### src/pkg/mgmt_serial_defs.vh
/*
 file: constants for the management serial target, frame layout and timing.
 assumes: included by bare name from the design files.
*/
`ifndef MGMT_SERIAL_DEFS_VH
`define MGMT_SERIAL_DEFS_VH

// frame field codes
`define START_CODE      2'b01
`define OP_READ         2'b10
`define OP_WRITE        2'b01
`define TA_WRITE        2'b10
// field widths
`define ADDR_W          5
`define DATA_W          16
`define REG_COUNT       32
// reset value of every register
`define REG_RESET       16'h0000
// bit counts within a frame after start
`define CNT_OPEND       6'd1
`define CNT_PHYEND      6'd6
`define CNT_REGEND      6'd11
`define CNT_TA1         6'd12
`define CNT_TA2         6'd13
`define CNT_DATAEND     6'd29
// clocks without an mdc edge before a frame is dropped (200 clocks)
`define STALL_LIMIT     8'hc8

`endif

### src/hdl/reg_store.v
/*
 file: small register store, 32 words of 16 bits, registered read data.
 assumes: single clock, synchronous active-high reset.
*/
`include "mgmt_serial_defs.vh"

module reg_store (
   // clock and reset
   input  wire        clk,
   input  wire        reset,
   // write port
   input  wire        wr_en,
   input  wire [4:0]  wr_addr,
   input  wire [15:0] wr_data,
   // read port
   input  wire [4:0]  rd_addr,
   output reg  [15:0] rd_data
);

   reg [15:0] mem [0:`REG_COUNT-1];
   integer    i;

   // write and registered read
   always @(posedge clk) begin
      if (reset) begin
         for (i = 0; i < `REG_COUNT; i = i + 1) begin
            mem[i] <= `REG_RESET;
         end
         rd_data <= `REG_RESET;
      end else begin
         if (wr_en) begin
            mem[wr_addr] <= wr_data;
         end
         rd_data <= mem[rd_addr];
      end
   end

endmodule // reg_store

### src/hdl/mdio_management_target.v
/*
 file: management serial target, frame decode, address match, turnaround,
       read and write of thirty-two 16-bit registers.
       frame after the start code: opcode 2, bus address 5, register 5,
       turnaround 2, data 16, each field msb first.
       a frame whose mdc stops for STALL_LIMIT clocks is dropped and the
       line let go, so a station that dies mid-read cannot hold mdio.
 assumes: mdc and mdio come from outside and are synchronised here; clk is
          much faster than mdc (125 MHz vs at most 25 MHz); an external
          pull-up resolves mdio when mdio_oe is low.
          each mdc half period is shorter than STALL_LIMIT clocks, about
          313 kHz at the slowest; slower stations need a larger limit.
          strap pins are steady for at least three clocks before reset
          is released.
*/
`include "mgmt_serial_defs.vh"

module mdio_management_target (
   // clock and reset
   input  wire       clk,
   input  wire       reset,
   // address straps
   input  wire [4:0] bus_address_straps,
   // management serial pins
   input  wire       mdc,
   input  wire       mdio_in,
   output reg        mdio_out,
   output reg        mdio_oe,
   // register write observation
   output reg        reg_wr_strobe,
   output reg  [4:0] reg_wr_addr,
   output reg [15:0] reg_wr_data
);

   // states
   localparam [1:0] ST_IDLE  = 2'd0;
   localparam [1:0] ST_START = 2'd1;
   localparam [1:0] ST_FRAME = 2'd2;

   // frame fields, as told apart by the bit counter
   localparam [2:0] FLD_OP   = 3'd0;
   localparam [2:0] FLD_ADDR = 3'd1;
   localparam [2:0] FLD_REG  = 3'd2;
   localparam [2:0] FLD_TA1  = 3'd3;
   localparam [2:0] FLD_TA2  = 3'd4;
   localparam [2:0] FLD_DATA = 3'd5;

   // synchronisers
   reg        mdc_s1;
   reg        mdc_s2;
   reg        mdc_s3;
   reg        mdio_s1;
   reg        mdio_s2;
   wire [4:0] strap_sync;

   // frame state
   reg  [1:0] state;
   reg  [5:0] bit_cnt;
   reg  [1:0] opcode;
   reg  [4:0] phy_field;
   reg  [4:0] reg_field;
   reg [15:0] shift;
   reg  [4:0] own_addr;
   reg        is_read;
   reg        is_write;
   reg        drive_read;
   reg [15:0] rd_shift;
   reg        ta_bad;
   reg  [7:0] stall_cnt;

   wire        mdc_rise;
   wire        mdc_fall;
   wire [15:0] store_rd_data;
   wire        addr_match;
   wire        stalled;

   // mdc edges found from the synchronised copy only
   assign mdc_rise = mdc_s2 & ~mdc_s3;
   assign mdc_fall = ~mdc_s2 & mdc_s3;
   assign addr_match = (phy_field == own_addr);

   // opcode decode, shared by the frame check and the read/write flags
   function op_reads;
      input [1:0] op;
      begin
         op_reads = (op == `OP_READ);
      end
   endfunction

   function op_writes;
      input [1:0] op;
      begin
         op_writes = (op == `OP_WRITE);
      end
   endfunction

   // field under the bit counter, used by the read driver
   function [2:0] field_of;
      input [5:0] cnt;
      begin
         if (cnt <= `CNT_OPEND) begin
            field_of = FLD_OP;
         end else if (cnt <= `CNT_PHYEND) begin
            field_of = FLD_ADDR;
         end else if (cnt <= `CNT_REGEND) begin
            field_of = FLD_REG;
         end else if (cnt == `CNT_TA1) begin
            field_of = FLD_TA1;
         end else if (cnt == `CNT_TA2) begin
            field_of = FLD_TA2;
         end else begin
            field_of = FLD_DATA;
         end
      end
   endfunction

   // two-flop synchronisers for pins
   always @(posedge clk) begin
      if (reset) begin
         mdc_s1   <= 1'b0;
         mdc_s2   <= 1'b0;
         mdc_s3   <= 1'b0;
         mdio_s1  <= 1'b1;
         mdio_s2  <= 1'b1;
      end else begin
         mdc_s1   <= mdc;
         mdc_s2   <= mdc_s1;
         mdc_s3   <= mdc_s2;
         mdio_s1  <= mdio_in;
         mdio_s2  <= mdio_s1;
      end
   end

   // strap pins, one reset-free two-flop chain per bit, so the address
   // is still caught while reset is high
   genvar g;
   generate
      for (g = 0; g < `ADDR_W; g = g + 1) begin : g_strap
         reg s1;
         reg s2;
         always @(posedge clk) begin
            s1 <= bus_address_straps[g];
            s2 <= s1;
         end
         assign strap_sync[g] = s2;
      end
   endgenerate

   // own address follows straps during reset, then held
   always @(posedge clk) begin
      if (reset) begin
         own_addr <= strap_sync;
      end
   end

   // frame decoder, bits taken on rising mdc
   always @(posedge clk) begin
      if (reset) begin
         state         <= ST_IDLE;
         bit_cnt       <= 6'd0;
         opcode        <= 2'b00;
         phy_field     <= 5'h00;
         reg_field     <= 5'h00;
         shift         <= 16'h0000;
         is_read       <= 1'b0;
         is_write      <= 1'b0;
         ta_bad        <= 1'b0;
         reg_wr_strobe <= 1'b0;
         reg_wr_addr   <= 5'h00;
         reg_wr_data   <= 16'h0000;
      end else begin
         reg_wr_strobe <= 1'b0;
         if (stalled) begin
            // mdc stopped inside a frame: drop it, wait for a new start
            state    <= ST_IDLE;
            is_read  <= 1'b0;
            is_write <= 1'b0;
         end else if (mdc_rise) begin
            case (state)
               // wait for the zero of the start code
               ST_IDLE: begin
                  if (!mdio_s2) begin
                     state <= ST_START;
                  end
               end
               // the one completes the start code
               ST_START: begin
                  if (mdio_s2) begin
                     state   <= ST_FRAME;
                     bit_cnt <= 6'd0;
                  end
               end
               ST_FRAME: begin
                  bit_cnt <= bit_cnt + 6'd1;
                  if (bit_cnt <= `CNT_OPEND) begin
                     opcode <= {opcode[0], mdio_s2};
                  end else if (bit_cnt <= `CNT_PHYEND) begin
                     phy_field <= {phy_field[3:0], mdio_s2};
                  end else if (bit_cnt <= `CNT_REGEND) begin
                     reg_field <= {reg_field[3:0], mdio_s2};
                     if (bit_cnt == `CNT_REGEND) begin
                        is_read  <= op_reads(opcode) && addr_match;
                        is_write <= op_writes(opcode) && addr_match;
                        if (!op_reads(opcode) && !op_writes(opcode)) begin
                           state <= ST_IDLE;
                        end
                     end
                  end else if (bit_cnt == `CNT_TA1) begin
                     ta_bad <= is_write & ~mdio_s2;
                  end else if (bit_cnt == `CNT_TA2) begin
                     if (is_write && mdio_s2) begin
                        ta_bad <= 1'b1;
                     end
                  end else begin
                     shift <= {shift[14:0], mdio_s2};
                     if (bit_cnt == `CNT_DATAEND) begin
                        state <= ST_IDLE;
                        if (is_write && !ta_bad) begin
                           reg_wr_strobe <= 1'b1;
                           reg_wr_addr   <= reg_field;
                           reg_wr_data   <= {shift[14:0], mdio_s2};
                        end
                        is_read  <= 1'b0;
                        is_write <= 1'b0;
                     end
                  end
               end
               default: begin
                  state <= ST_IDLE;
               end
            endcase
         end
      end
   end

   // stall guard, counts clocks without an mdc edge inside a frame
   always @(posedge clk) begin
      if (reset) begin
         stall_cnt <= 8'h00;
      end else if (state == ST_IDLE || mdc_rise || mdc_fall) begin
         stall_cnt <= 8'h00;
      end else if (!stalled) begin
         stall_cnt <= stall_cnt + 8'h01;
      end
   end
   assign stalled = (stall_cnt == `STALL_LIMIT);

   // register store
   reg_store u_store (
      .clk     (clk),
      .reset   (reset),
      .wr_en   (reg_wr_strobe),
      .wr_addr (reg_wr_addr),
      .wr_data (reg_wr_data),
      .rd_addr (reg_field),
      .rd_data (store_rd_data)
   );

   // read driver, changes on falling mdc so bits are stable at rise
   always @(posedge clk) begin
      if (reset) begin
         mdio_out   <= 1'b1;
         mdio_oe    <= 1'b0;
         drive_read <= 1'b0;
         rd_shift   <= 16'h0000;
      end else if (state != ST_FRAME) begin
         mdio_oe    <= 1'b0;
         mdio_out   <= 1'b1;
         drive_read <= 1'b0;
      end else if (mdc_fall) begin
         if (field_of(bit_cnt) == FLD_TA2 && is_read) begin
            // first ta bit sampled; now drive zero
            mdio_oe    <= 1'b1;
            mdio_out   <= 1'b0;
            drive_read <= 1'b1;
            rd_shift   <= store_rd_data;
         end else if (drive_read && field_of(bit_cnt) == FLD_DATA) begin
            mdio_out <= rd_shift[15];
            rd_shift <= {rd_shift[14:0], 1'b0};
         end else if (!drive_read) begin
            mdio_oe <= 1'b0;
         end
      end
   end

endmodule // mdio_management_target

### config.mk
export PLATFORM = sky130hd
export DESIGN_NAME = mdio_management_target
export DESIGN_NICKNAME = d
export VERILOG_FILES = /design/src/hdl/reg_store.v /design/src/hdl/mdio_management_target.v
export VERILOG_INCLUDE_DIRS = /design/src /design/src/pkg
export SDC_FILE = /design/constraint.sdc
export NUM_CORES = 1
export LEC_CHECK = 0
export ABC_AREA = 1
export BUFFER_PORTS_ARGS = -buffer_cell sky130_fd_sc_hd__clkbuf_2
export CAP_MARGIN = 30
export CORE_UTILIZATION = 41
export DETAILED_ROUTE_END_ITERATION = 8
export PLACE_DENSITY = 0.57
export SLEW_MARGIN = 20
export SYNTH_ARGS = -nofsm -noshare
export SYNTH_HDL_FRONTEND = slang
export SYNTH_SLANG_ARGS = --single-unit
export TNS_END_PERCENT = 50
### constraint.sdc
create_clock -name clk -period 3 [get_ports clk]
set_input_delay 0.6 -clock clk [delete_from_list [all_inputs] [get_ports clk]]
set_output_delay 0.6 -clock clk [all_outputs]
set_load 0.005 [all_outputs]
==> impl.org, run 1 <==
** Run status
- The run finished with clean final reports.

** Place
- Timing analysis after detailed placement gives a worst setup slack of 0.589 ns.
- Post-DP HPWL :: 52100 µm
- Global placement routability congestion :: 0.900
- The count of buffers added on input and output ports is 32.

** Clock network
- Root buffer selected by CTS :: sky130_fd_sc_hd__clkbuf_16
- The longest clock path from root to sink contains 3 buffers.
- After clock tree synthesis, the setup repair step added 0 buffers.
- After clock tree synthesis, the flow added hold-fix buffers numbering 0.
- At the later pin of the worst-skew pair, clock insertion delay measures 0.61 ns.
- TritonCTS built the clock tree.
- The clock tree synthesis step divided the H-tree into 3 levels.
- Clock transition at the register clock pins on the worst setup and hold paths after CTS :: 0.06 ns
- After clock tree synthesis, the repair step resized 0 gates.
- Number of clock sinks :: 635
- CTS Buf Count :: 69

** Setup path
- Endpoint class of the critical path :: register
- STA puts the critical path data required time at 3.54 ns.
- The worst setup path is launched from a register.
- Slowest-stage cell, CP :: sky130_fd_sc_hd__buf_12
- Walking the worst path, the cells encountered are inv_6 -> buf_12 -> nand2_1 -> nand3_1 -> nand3_1 -> nand2_1 -> nand2_1 -> nand3_1 -> nand2_1 -> nor2_1.
- Top delay family on crit path :: simple AND/OR/NAND/NOR gates
- Worst reg2reg path endpoint :: u_store.rd_data[9]
- The critical path crosses 10 cells after its start point.
- Launching instance or port of the critical path :: reg_field[0]
- Critical path endpoint :: u_store.rd_data[9]
- Register-to-register setup slack :: 0.58 ns
- In this run the critical register-to-register path is launched from reg_field[0].
- Worst Path Buf+Inv :: 2
- Data arrives at the worst endpoint at 2.95 ns.
- Worst path max stage delay :: 0.39 ns
- By startpoint and endpoint, the worst setup path is classified as reg2reg.
- Most Frequent Cell on Critical Path :: sky130_fd_sc_hd__nand2_1
- Worst reg-to-reg path cell count :: 10
- In this run the worst path has a maximum fanout of 76.

** Timing
- Final slew viol count :: 0
- Subtracting the final worst setup slack from the clock period gives 2.42 ns.
- Worst rel slew slack :: 40.4%
- Across all setup checks in the final design, the least slack found is 0.582 ns.
- Setup violations remaining at the end of the flow were counted as 0.
- The final-report hold violation count was 0.
- Sum of negative setup slack :: 0 ns
- Of the available clock period, the critical path in the final layout requires 80.6%.
- At the pin with the least slew margin, the transition time is 0.894 ns.
- Setup repair after global routing left no endpoint under its margin.
- Across the routed clock network, the largest skew measured is 0.0381 ns.
- Derived from the worst setup path, the maximum achievable clock frequency is 414 MHz.

** Logic synthesis
- Synthesized instance count :: 3063
- Synth Net Count :: 3081
- The share of the Yosys chip area taken by registers is 63.1%.
- Among all flip-flop cells after synthesis, the most frequent one is sky130_fd_sc_hd__edfxtp_1.
- During synthesis, Yosys emitted a total of 0 warnings.
- In this run, synthesis inferred 517 flip-flops with an integrated enable.
- Synthesized flop and latch total :: 635
- Ys async rst share :: 0%
- In this run the cell area of the synthesized design comes to 0.0283 mm².
- Averaged over all synthesized cells, the footprint is 9.25 µm².
- Number of unique standard cell types used by synthesis :: 34

** Final layout
- The library cell used most frequently in the layout, excluding fill and tap cells, is sky130_fd_sc_hd__nand2_1.
- Leaving out fill and tap cells, the most frequent cells in the layout are sky130_fd_sc_hd__nand2_1, sky130_fd_sc_hd__nor2_1, sky130_fd_sc_hd__edfxtp_1.
- Of the cells placed in the final design, the portion with a size suffix greater than 1 is 10.5%.
- Fill cells in the final layout number 6601.
- In the final design database the tool counted 3089 nets.
- 0 antenna diodes ended up in the layout.
- Area added between synthesis and finish :: 12.2%

** Routing
- Routed wire length per instance :: 20.6 µm
- Iteration-0 DRC Markers :: 2367
- Detailed routing inserted a total of 21.4k vias.
- Total iterations of the first detailed-routing run :: 7
- Detailed-route DRC error count :: 0
- Residual antenna-violating net count after detailed routing :: 0
- In the routed layout, each cell is associated on average with a via count of 5.33.
- Sum of routed wire length over all layers :: 82600 µm

** Global route
- Remaining Overflow, GRT :: 0
- The via count of the first global-routing pass came to 20.5k.
- The number of antenna violations at the first check in global routing came to 0.
- Global routing consumed, over all layers together, 23.6% of the routing resources.
- The first global-routing pass estimated 124000 µm of wire.
- Maximum number of pins on one net before global-route repair :: 133

** Worst hold path
- The tightest min-delay check is of the in2reg type.
- Along the worst hold path, the cell count comes to 1.

** Die
- In this run the vertical extent of the chip is 265 µm.
- In this run the horizontal extent of the chip is 265 µm.
- For this configuration, the core starts out at a cell density of 41.4%.
- Row count :: 96
- The core region is 0.0685 mm².
- Overall die area :: 0.0702 mm²
- In this run the count of I/O pins placed on the die edge is 33.

** Power and ir drop
- Power density over the cells :: 598 mW/mm²
- Leakage power figure :: 11.6 nW
- Across the VDD grid, the largest voltage drop is 0.395 mV.

** Run
- Maximum capacitance violations :: 0
## sequential cells by signal, indices dropped and copies added, names as in the netlist, 6 cells and up
register,flops
reg_wr_data,16
stall_cnt,8
shift,15
u_store.mem,512
rd_shift,16
bit_cnt,6
u_store.rd_data,16
## layout make-up
type	count	area, µm²	share of cell area, %
flip-flops and latches	635	17900	56.3
inverters	96	369	1.16
multi-input cells	2118	9010	28.3
clock inverters	34	320	1.01
well taps	882	1100	3.47
clock buffers	89	1940	6.09
repair buffers	151	1170	3.67
## synth_stat cells, types with 2 or more instances
library cell	n	share of area, %
sky130_fd_sc_hd__nand2_1	758	10
sky130_fd_sc_hd__nor2_1	747	9.9
sky130_fd_sc_hd__edfxtp_1	517	55
sky130_fd_sc_hd__nand3_1	367	6.5
sky130_fd_sc_hd__clkbuf_1	120	1.6
sky130_fd_sc_hd__dfxtp_1	118	8.3
sky130_fd_sc_hd__o21ai_0	101	1.8
sky130_fd_sc_hd__inv_1	90	1.2
sky130_fd_sc_hd__buf_2	52	0.92
sky130_fd_sc_hd__nand2_2	33	0.73
sky130_fd_sc_hd__buf_6	28	1.1
sky130_fd_sc_hd__nor2_2	24	0.53
sky130_fd_sc_hd__a21oi_1	19	0.34
sky130_fd_sc_hd__nor3_1	14	0.25
sky130_fd_sc_hd__buf_1	13	0.17
sky130_fd_sc_hd__nand4_1	11	0.24
sky130_fd_sc_hd__ha_1	9	0.40
sky130_fd_sc_hd__o21ai_1	7	0.12
sky130_fd_sc_hd__xnor2_1	7	0.22
sky130_fd_sc_hd__nor3_4	4	0.23
sky130_fd_sc_hd__clkinv_1	3	0.040
sky130_fd_sc_hd__inv_2	3	0.040
sky130_fd_sc_hd__xor2_1	3	0.093
sky130_fd_sc_hd__nand3_2	2	0.071
sky130_fd_sc_hd__nor2_4	2	0.079
sky130_fd_sc_hd__o21a_1	2	0.053
sky130_fd_sc_hd__or2_2	2	0.044
## where the power goes
part           switching [mW]  internal, mW
clock network            3.52          4.99
registers               0.121          9.87
logic                   0.368         0.153
total                    4.01          15.0
## metal layers
| layer | global-route usage (%) | vias to the layer above | part of all wire [%] |
|---|---|---|---|
| li1 | - | 10100 | - |
| met1 | 32.7 | 10300 | 43 |
| met2 | 37.9 | 819 | 47 |
| met3 | 3.26 | 148 | 7.5 |
| met4 | 8.56 | 0 | 3.1 |
| met5 | 0 | - | 0 |
## per-stage QoR
| stage | std cells | hold slack (ns) | total power [mW] | area, µm² | util, % |
|---|---|---|---|---|---|
| finish | 4005 | 0.0877 | 19.0 | 31800 | 46.4 |
| global placement | 3882 | 0.311 | 10.7 | 29500 | 43.2 |
| floorplan | 3063 | 0.310 | 10.4 | 28300 | - |
| CTS | 4005 | 0.0518 | 19.2 | 31800 | 46.4 |
| global route | 4005 | 0.0698 | 19.5 | 31800 | 46.4 |
| detailed placement | 3882 | 0.314 | 10.7 | 29500 | 43.2 |
## how the worst min path moves through the flow
stage | startpoint | endpoint | slack, ns
floorplan | g_strap[0].s1 | g_strap[0].s2 | 0.31
global placement | g_strap[4].s1 | g_strap[4].s2 | 0.31
detailed placement | g_strap[4].s1 | g_strap[4].s2 | 0.31
CTS | bus_address_straps[4] | g_strap[4].s1 | 0.05
global route | bus_address_straps[3] | g_strap[3].s1 | 0.07
finish | bus_address_straps[4] | g_strap[4].s1 | 0.09
## logic make-up after synthesis
group | after synthesis | synth area share, %
buf+inv | 310 | 5.09
fa+ha+maj | 9 | 0.397
simple gates | 1967 | 28.7
xor+xnor | 10 | 0.309
compound gates | 132 | 2.37
flops | 635 | 63.1
(Power assumes the default switching activity.)
==> run 2, diff against run 1 <==
--- a/config.mk
+++ b/config.mk
@@ -6,7 +6,7 @@
 export SDC_FILE = /design/constraint.sdc
 export NUM_CORES = 1
 export LEC_CHECK = 0
-export ABC_AREA = 1
+export ABC_AREA = 0
 export BUFFER_PORTS_ARGS = -buffer_cell sky130_fd_sc_hd__clkbuf_2
 export CAP_MARGIN = 30
 export CORE_UTILIZATION = 41
==> constraint.sdc (replaced) <==
create_clock -name clk -period 2.5 [get_ports clk]
set_input_delay 0.5 -clock clk [delete_from_list [all_inputs] [get_ports clk]]
set_output_delay 0.5 -clock clk [all_outputs]
set_load 0.005 [all_outputs]
==> impl.org, run 2 <==
** Routing
- In this run the remaining antenna-violating nets after routing total 0.
- Via count :: 15.9k
- The detailed router finished its first iteration with 1271 violations.
- For this run, the detailed router's first-pass iteration total came to 5.
- Sum of routed wire length over all layers :: 71800 µm
- Detailed-route DRC error count :: 0
- After detailed routing, the number of vias per cell comes to 5.38.
- In the final routed layout, each cell accounts on average for 24.3 µm.

** Setup path
- Critical Path Start Type :: register
- The worst setup path is captured at a register.
- Data on the critical path arrives at its endpoint at 2.82 ns.
- STA puts the critical path data required time at 3.00 ns.
- Top delay family on crit path :: simple AND/OR/NAND/NOR gates
- For this run, the slowest stage of the critical path takes 0.54 ns.
- Crit path max fanout :: 17
- Among all stages on the critical path, the largest delay is contributed by sky130_fd_sc_hd__or3_2.
- Worst Path Buf+Inv :: 1
- Walking the worst path, the cells encountered are inv_1 -> ha_1 -> and3b_1 -> o21a_1 -> nand2_1 -> or3_2 -> o2111a_1.
- The critical path is of the reg2reg type.

** Place
- Counting tap cells, the placed design contains a total of 2817 instances.
- The congestion estimate from routability-driven global placement came to 0.854.
- Port buffering added 32 buffers.
- Post-DP HPWL :: 44300 µm
- DP Worst Slack :: 0.169 ns

** Timing
- Maximum clock skew at final layout :: 0.0265 ns
- Measured slew at the worst slew-check pin :: 0.950 ns
- Unrepaired setup endpoints after global routing :: no
- Number of failing setup endpoints in the final timing report :: 0
- Post-layout minimum cycle time :: 2.33 ns
- Final slew viol count :: 0
- Total count of hold-check failures in the final report :: 0
- F_max :: 430 MHz
- Share of the clock period used by the worst path after layout :: 93.0%
- Measured against its own limit, the worst slew margin works out to 36.4%.
- Setup slack on the critical path of the routed design comes to 0.174 ns.

** Final layout
- Ranked by flip-flop count, first place goes to u_store.mem.
- Final cell utilization of the core :: 48.2%
- Number of filler instances in the final layout :: 5757
- From synthesis to final layout, the design area changed by 16.0%.
- Layout cells sized above 1 :: 21.0%
- Flip-flop count of the largest register after layout :: 512
- Nets :: 2044
- The finished layout holds 2958 standard cells, fillers aside.
- In the layout the commonest cells are sky130_fd_sc_hd__edfxtp_1, sky130_fd_sc_hd__and2_1, sky130_fd_sc_hd__mux4_2.
- Most common cell after layout, fill and taps aside :: sky130_fd_sc_hd__edfxtp_1

** Clock network
- The later pin in the worst-skew pair is clocked with a latency of 0.61 ns.
- TritonCTS clock tree :: yes
- In this run the clock root is driven by a sky130_fd_sc_hd__clkbuf_16.
- The clock net in this run drives a total of 635 sinks.
- Clock-pin slew was measured on the worst setup and hold paths at 0.06 ns.
- Buffer levels on the longest clock path :: 3
- Clock tree synthesis inserted a total of 71 buffers.
- H-Tree Depth :: 3

** Worst hold path
- Worst min path class :: in2reg

** Power and ir drop
- Switching power as a share of total power :: 20.2%
- Summing internal, switching and leakage power gives 23.1 mW.
- Power density over the cells :: 712 mW/mm²
- Logic gate share of total power :: 2.6%
- Switching power :: 4.68 mW
- The clock network burns 46.2% of the power.
- Leakage power figure :: 11.6 nW
- Cell internal power was estimated by the tool at 18.4 mW.
- Worst voltage drop across the vdd grid :: 0.436 mV
- Part of the power in registers :: 51.2%

** Logic synthesis
- Synthesized flop and latch total :: 635
- Cells taking the most area after synthesis :: sky130_fd_sc_hd__edfxtp_1, sky130_fd_sc_hd__and2_1, sky130_fd_sc_hd__mux4_2
- Synth Net Count :: 1954
- Yosys instantiated no cell more often than sky130_fd_sc_hd__edfxtp_1.
- Multiplexer share of the synthesized area :: 13.2%
- Synth Area in Adders :: 0.403%
- Combinational family with the most area after synthesis :: simple AND/OR/NAND/NOR gates
- Synthesis produced a netlist whose cell count is 1936.
- Average instance area after synthesis :: 14.4 µm²
- The synthesized netlist occupies a cell area of 0.0280 mm².
- Dominant synthesized flop cell :: sky130_fd_sc_hd__edfxtp_1
- Post-synthesis sequential area ratio :: 64.0%
- After synthesis, the largest area contributor takes up 55.5% of total cell area.
- After Yosys synthesis, and, or, nand and nor cells account for 15.5% of the synthesized area.
- During synthesis, Yosys emitted a total of 0 warnings.
- Summing the areas of all compound-gate instances in the mapped netlist gives 3.85% of the synthesized area.
- Summing the areas of all xor and xnor instances in the mapped netlist gives 0.501% of the synthesized area.
- Ys async rst share :: 0%
- Counting instances in the post-synthesis netlist gives the leading cell types as sky130_fd_sc_hd__edfxtp_1, sky130_fd_sc_hd__and2_1, sky130_fd_sc_hd__mux4_2, sky130_fd_sc_hd__clkbuf_1, sky130_fd_sc_hd__dfxtp_1.
- Cell accounting for the most synthesized area :: sky130_fd_sc_hd__edfxtp_1
- Number of flops mapped to enable cells by yosys :: 517
- The netlist uses 56 different library cells.

** Die
- Vert. Die Dim :: 263 µm
- The core region is 0.0673 mm².
- Pin placement for this block handled 33 I/O pins.
- For this configuration, the core starts out at a cell density of 41.6%.
- Overall die area :: 0.0693 mm²
- Width of the die :: 263 µm
- Row count :: 95

** Global route
- Via count of the first global-routing pass :: 16.2k
- Maximum number of pins on one net before global-route repair :: 62
- Summed over all layers, the global routing overflow is 0.
- The number of antenna violations at the first check in global routing came to 3.
- Global routing used 20.9% of the available tracks.
- The first global-routing pass estimated 106000 µm of wire.

** Run status
- The run finished with clean final reports.

** Run
- Across the run, the number of max-cap violations was 0.
run 2: cell families after synthesis:
group,after synthesis
fa+ha+maj,9
mux,209
compound gates,157
buf+inv,173
xor+xnor,16
simple gates,737
flops,635
run 2: power by group through the flow:
stage	Sequential [mW]	Combinational, mW	Clock [mW]
final	11.8	0.594	10.7
after global routing	11.9	0.627	11.3
after CTS	11.8	0.603	10.9
after detailed placement	12.1	0.595	0
after global placement	12.0	0.589	0
after floorplan	12.0	0.318	0
run 2: timing repair:
item / CTS / global route
hold buffers: 5 / 0
setup endpoints to repair: 0 / 34
endpoints found under the hold margin: 5 / 0
gates resized for setup: 0 / 1
buffers inserted: 0 / 1
run 2: per-stage QoR:
step                setup TNS, ns  area (µm²)  hold WS (ns)
floorplan                 -107.92       28000         0.310
global placement                0       29900         0.310
detailed placement              0       29900         0.314
CTS                             0       32400        0.0680
global route                    0       32400        0.0888
finish                          0       32400         0.102
run 2: routing by layer:
layer | track usage, % | vias to the layer above | wire length (µm)
li1 | - | 7258 | -
met1 | 28.0 | 8137 | 31200
met2 | 34.3 | 443 | 34900
met3 | 4.01 | 86 | 4130
met4 | 6.64 | 0 | 1590
met5 | 0 | - | 0
run 2: path summary, 6_finish.rpt:
kind              cells past startpoint          start       endpoint  slack [ns]
setup / recovery                      7     bit_cnt[0]    rd_shift[2]        0.17
hold reg to reg                       0  g_strap[4].s1  g_strap[4].s2        0.33
setup reg to reg                      7     bit_cnt[0]    rd_shift[2]        0.17
hold / removal                        2        mdio_in        mdio_s1        0.10
run 2: cell type report:
| type | instances | area, µm² | share of cell area [%] |
|---|---|---|---|
| multi-input cells | 1128 | 9400 | 29.0 |
| inverters | 9 | 33.8 | 0.104 |
| clock inverters | 39 | 435 | 1.34 |
| clock buffers | 89 | 1950 | 6.01 |
| diodes | 4 | 10.0 | 0.0309 |
| flip-flops and latches | 635 | 17900 | 55.2 |
| repair buffers | 181 | 1620 | 5.00 |
| well taps | 873 | 1090 | 3.37 |
run 2: worst register-to-register path, cell delays in order, from the launching register on:
cell                       delay [ns]
sky130_fd_sc_hd__dfxtp_1         0.41
sky130_fd_sc_hd__inv_1           0.12
sky130_fd_sc_hd__ha_1            0.27
sky130_fd_sc_hd__and3b_1         0.25
sky130_fd_sc_hd__o21a_1          0.16
sky130_fd_sc_hd__nand2_1         0.33
sky130_fd_sc_hd__or3_2           0.54
sky130_fd_sc_hd__o2111a_1        0.14
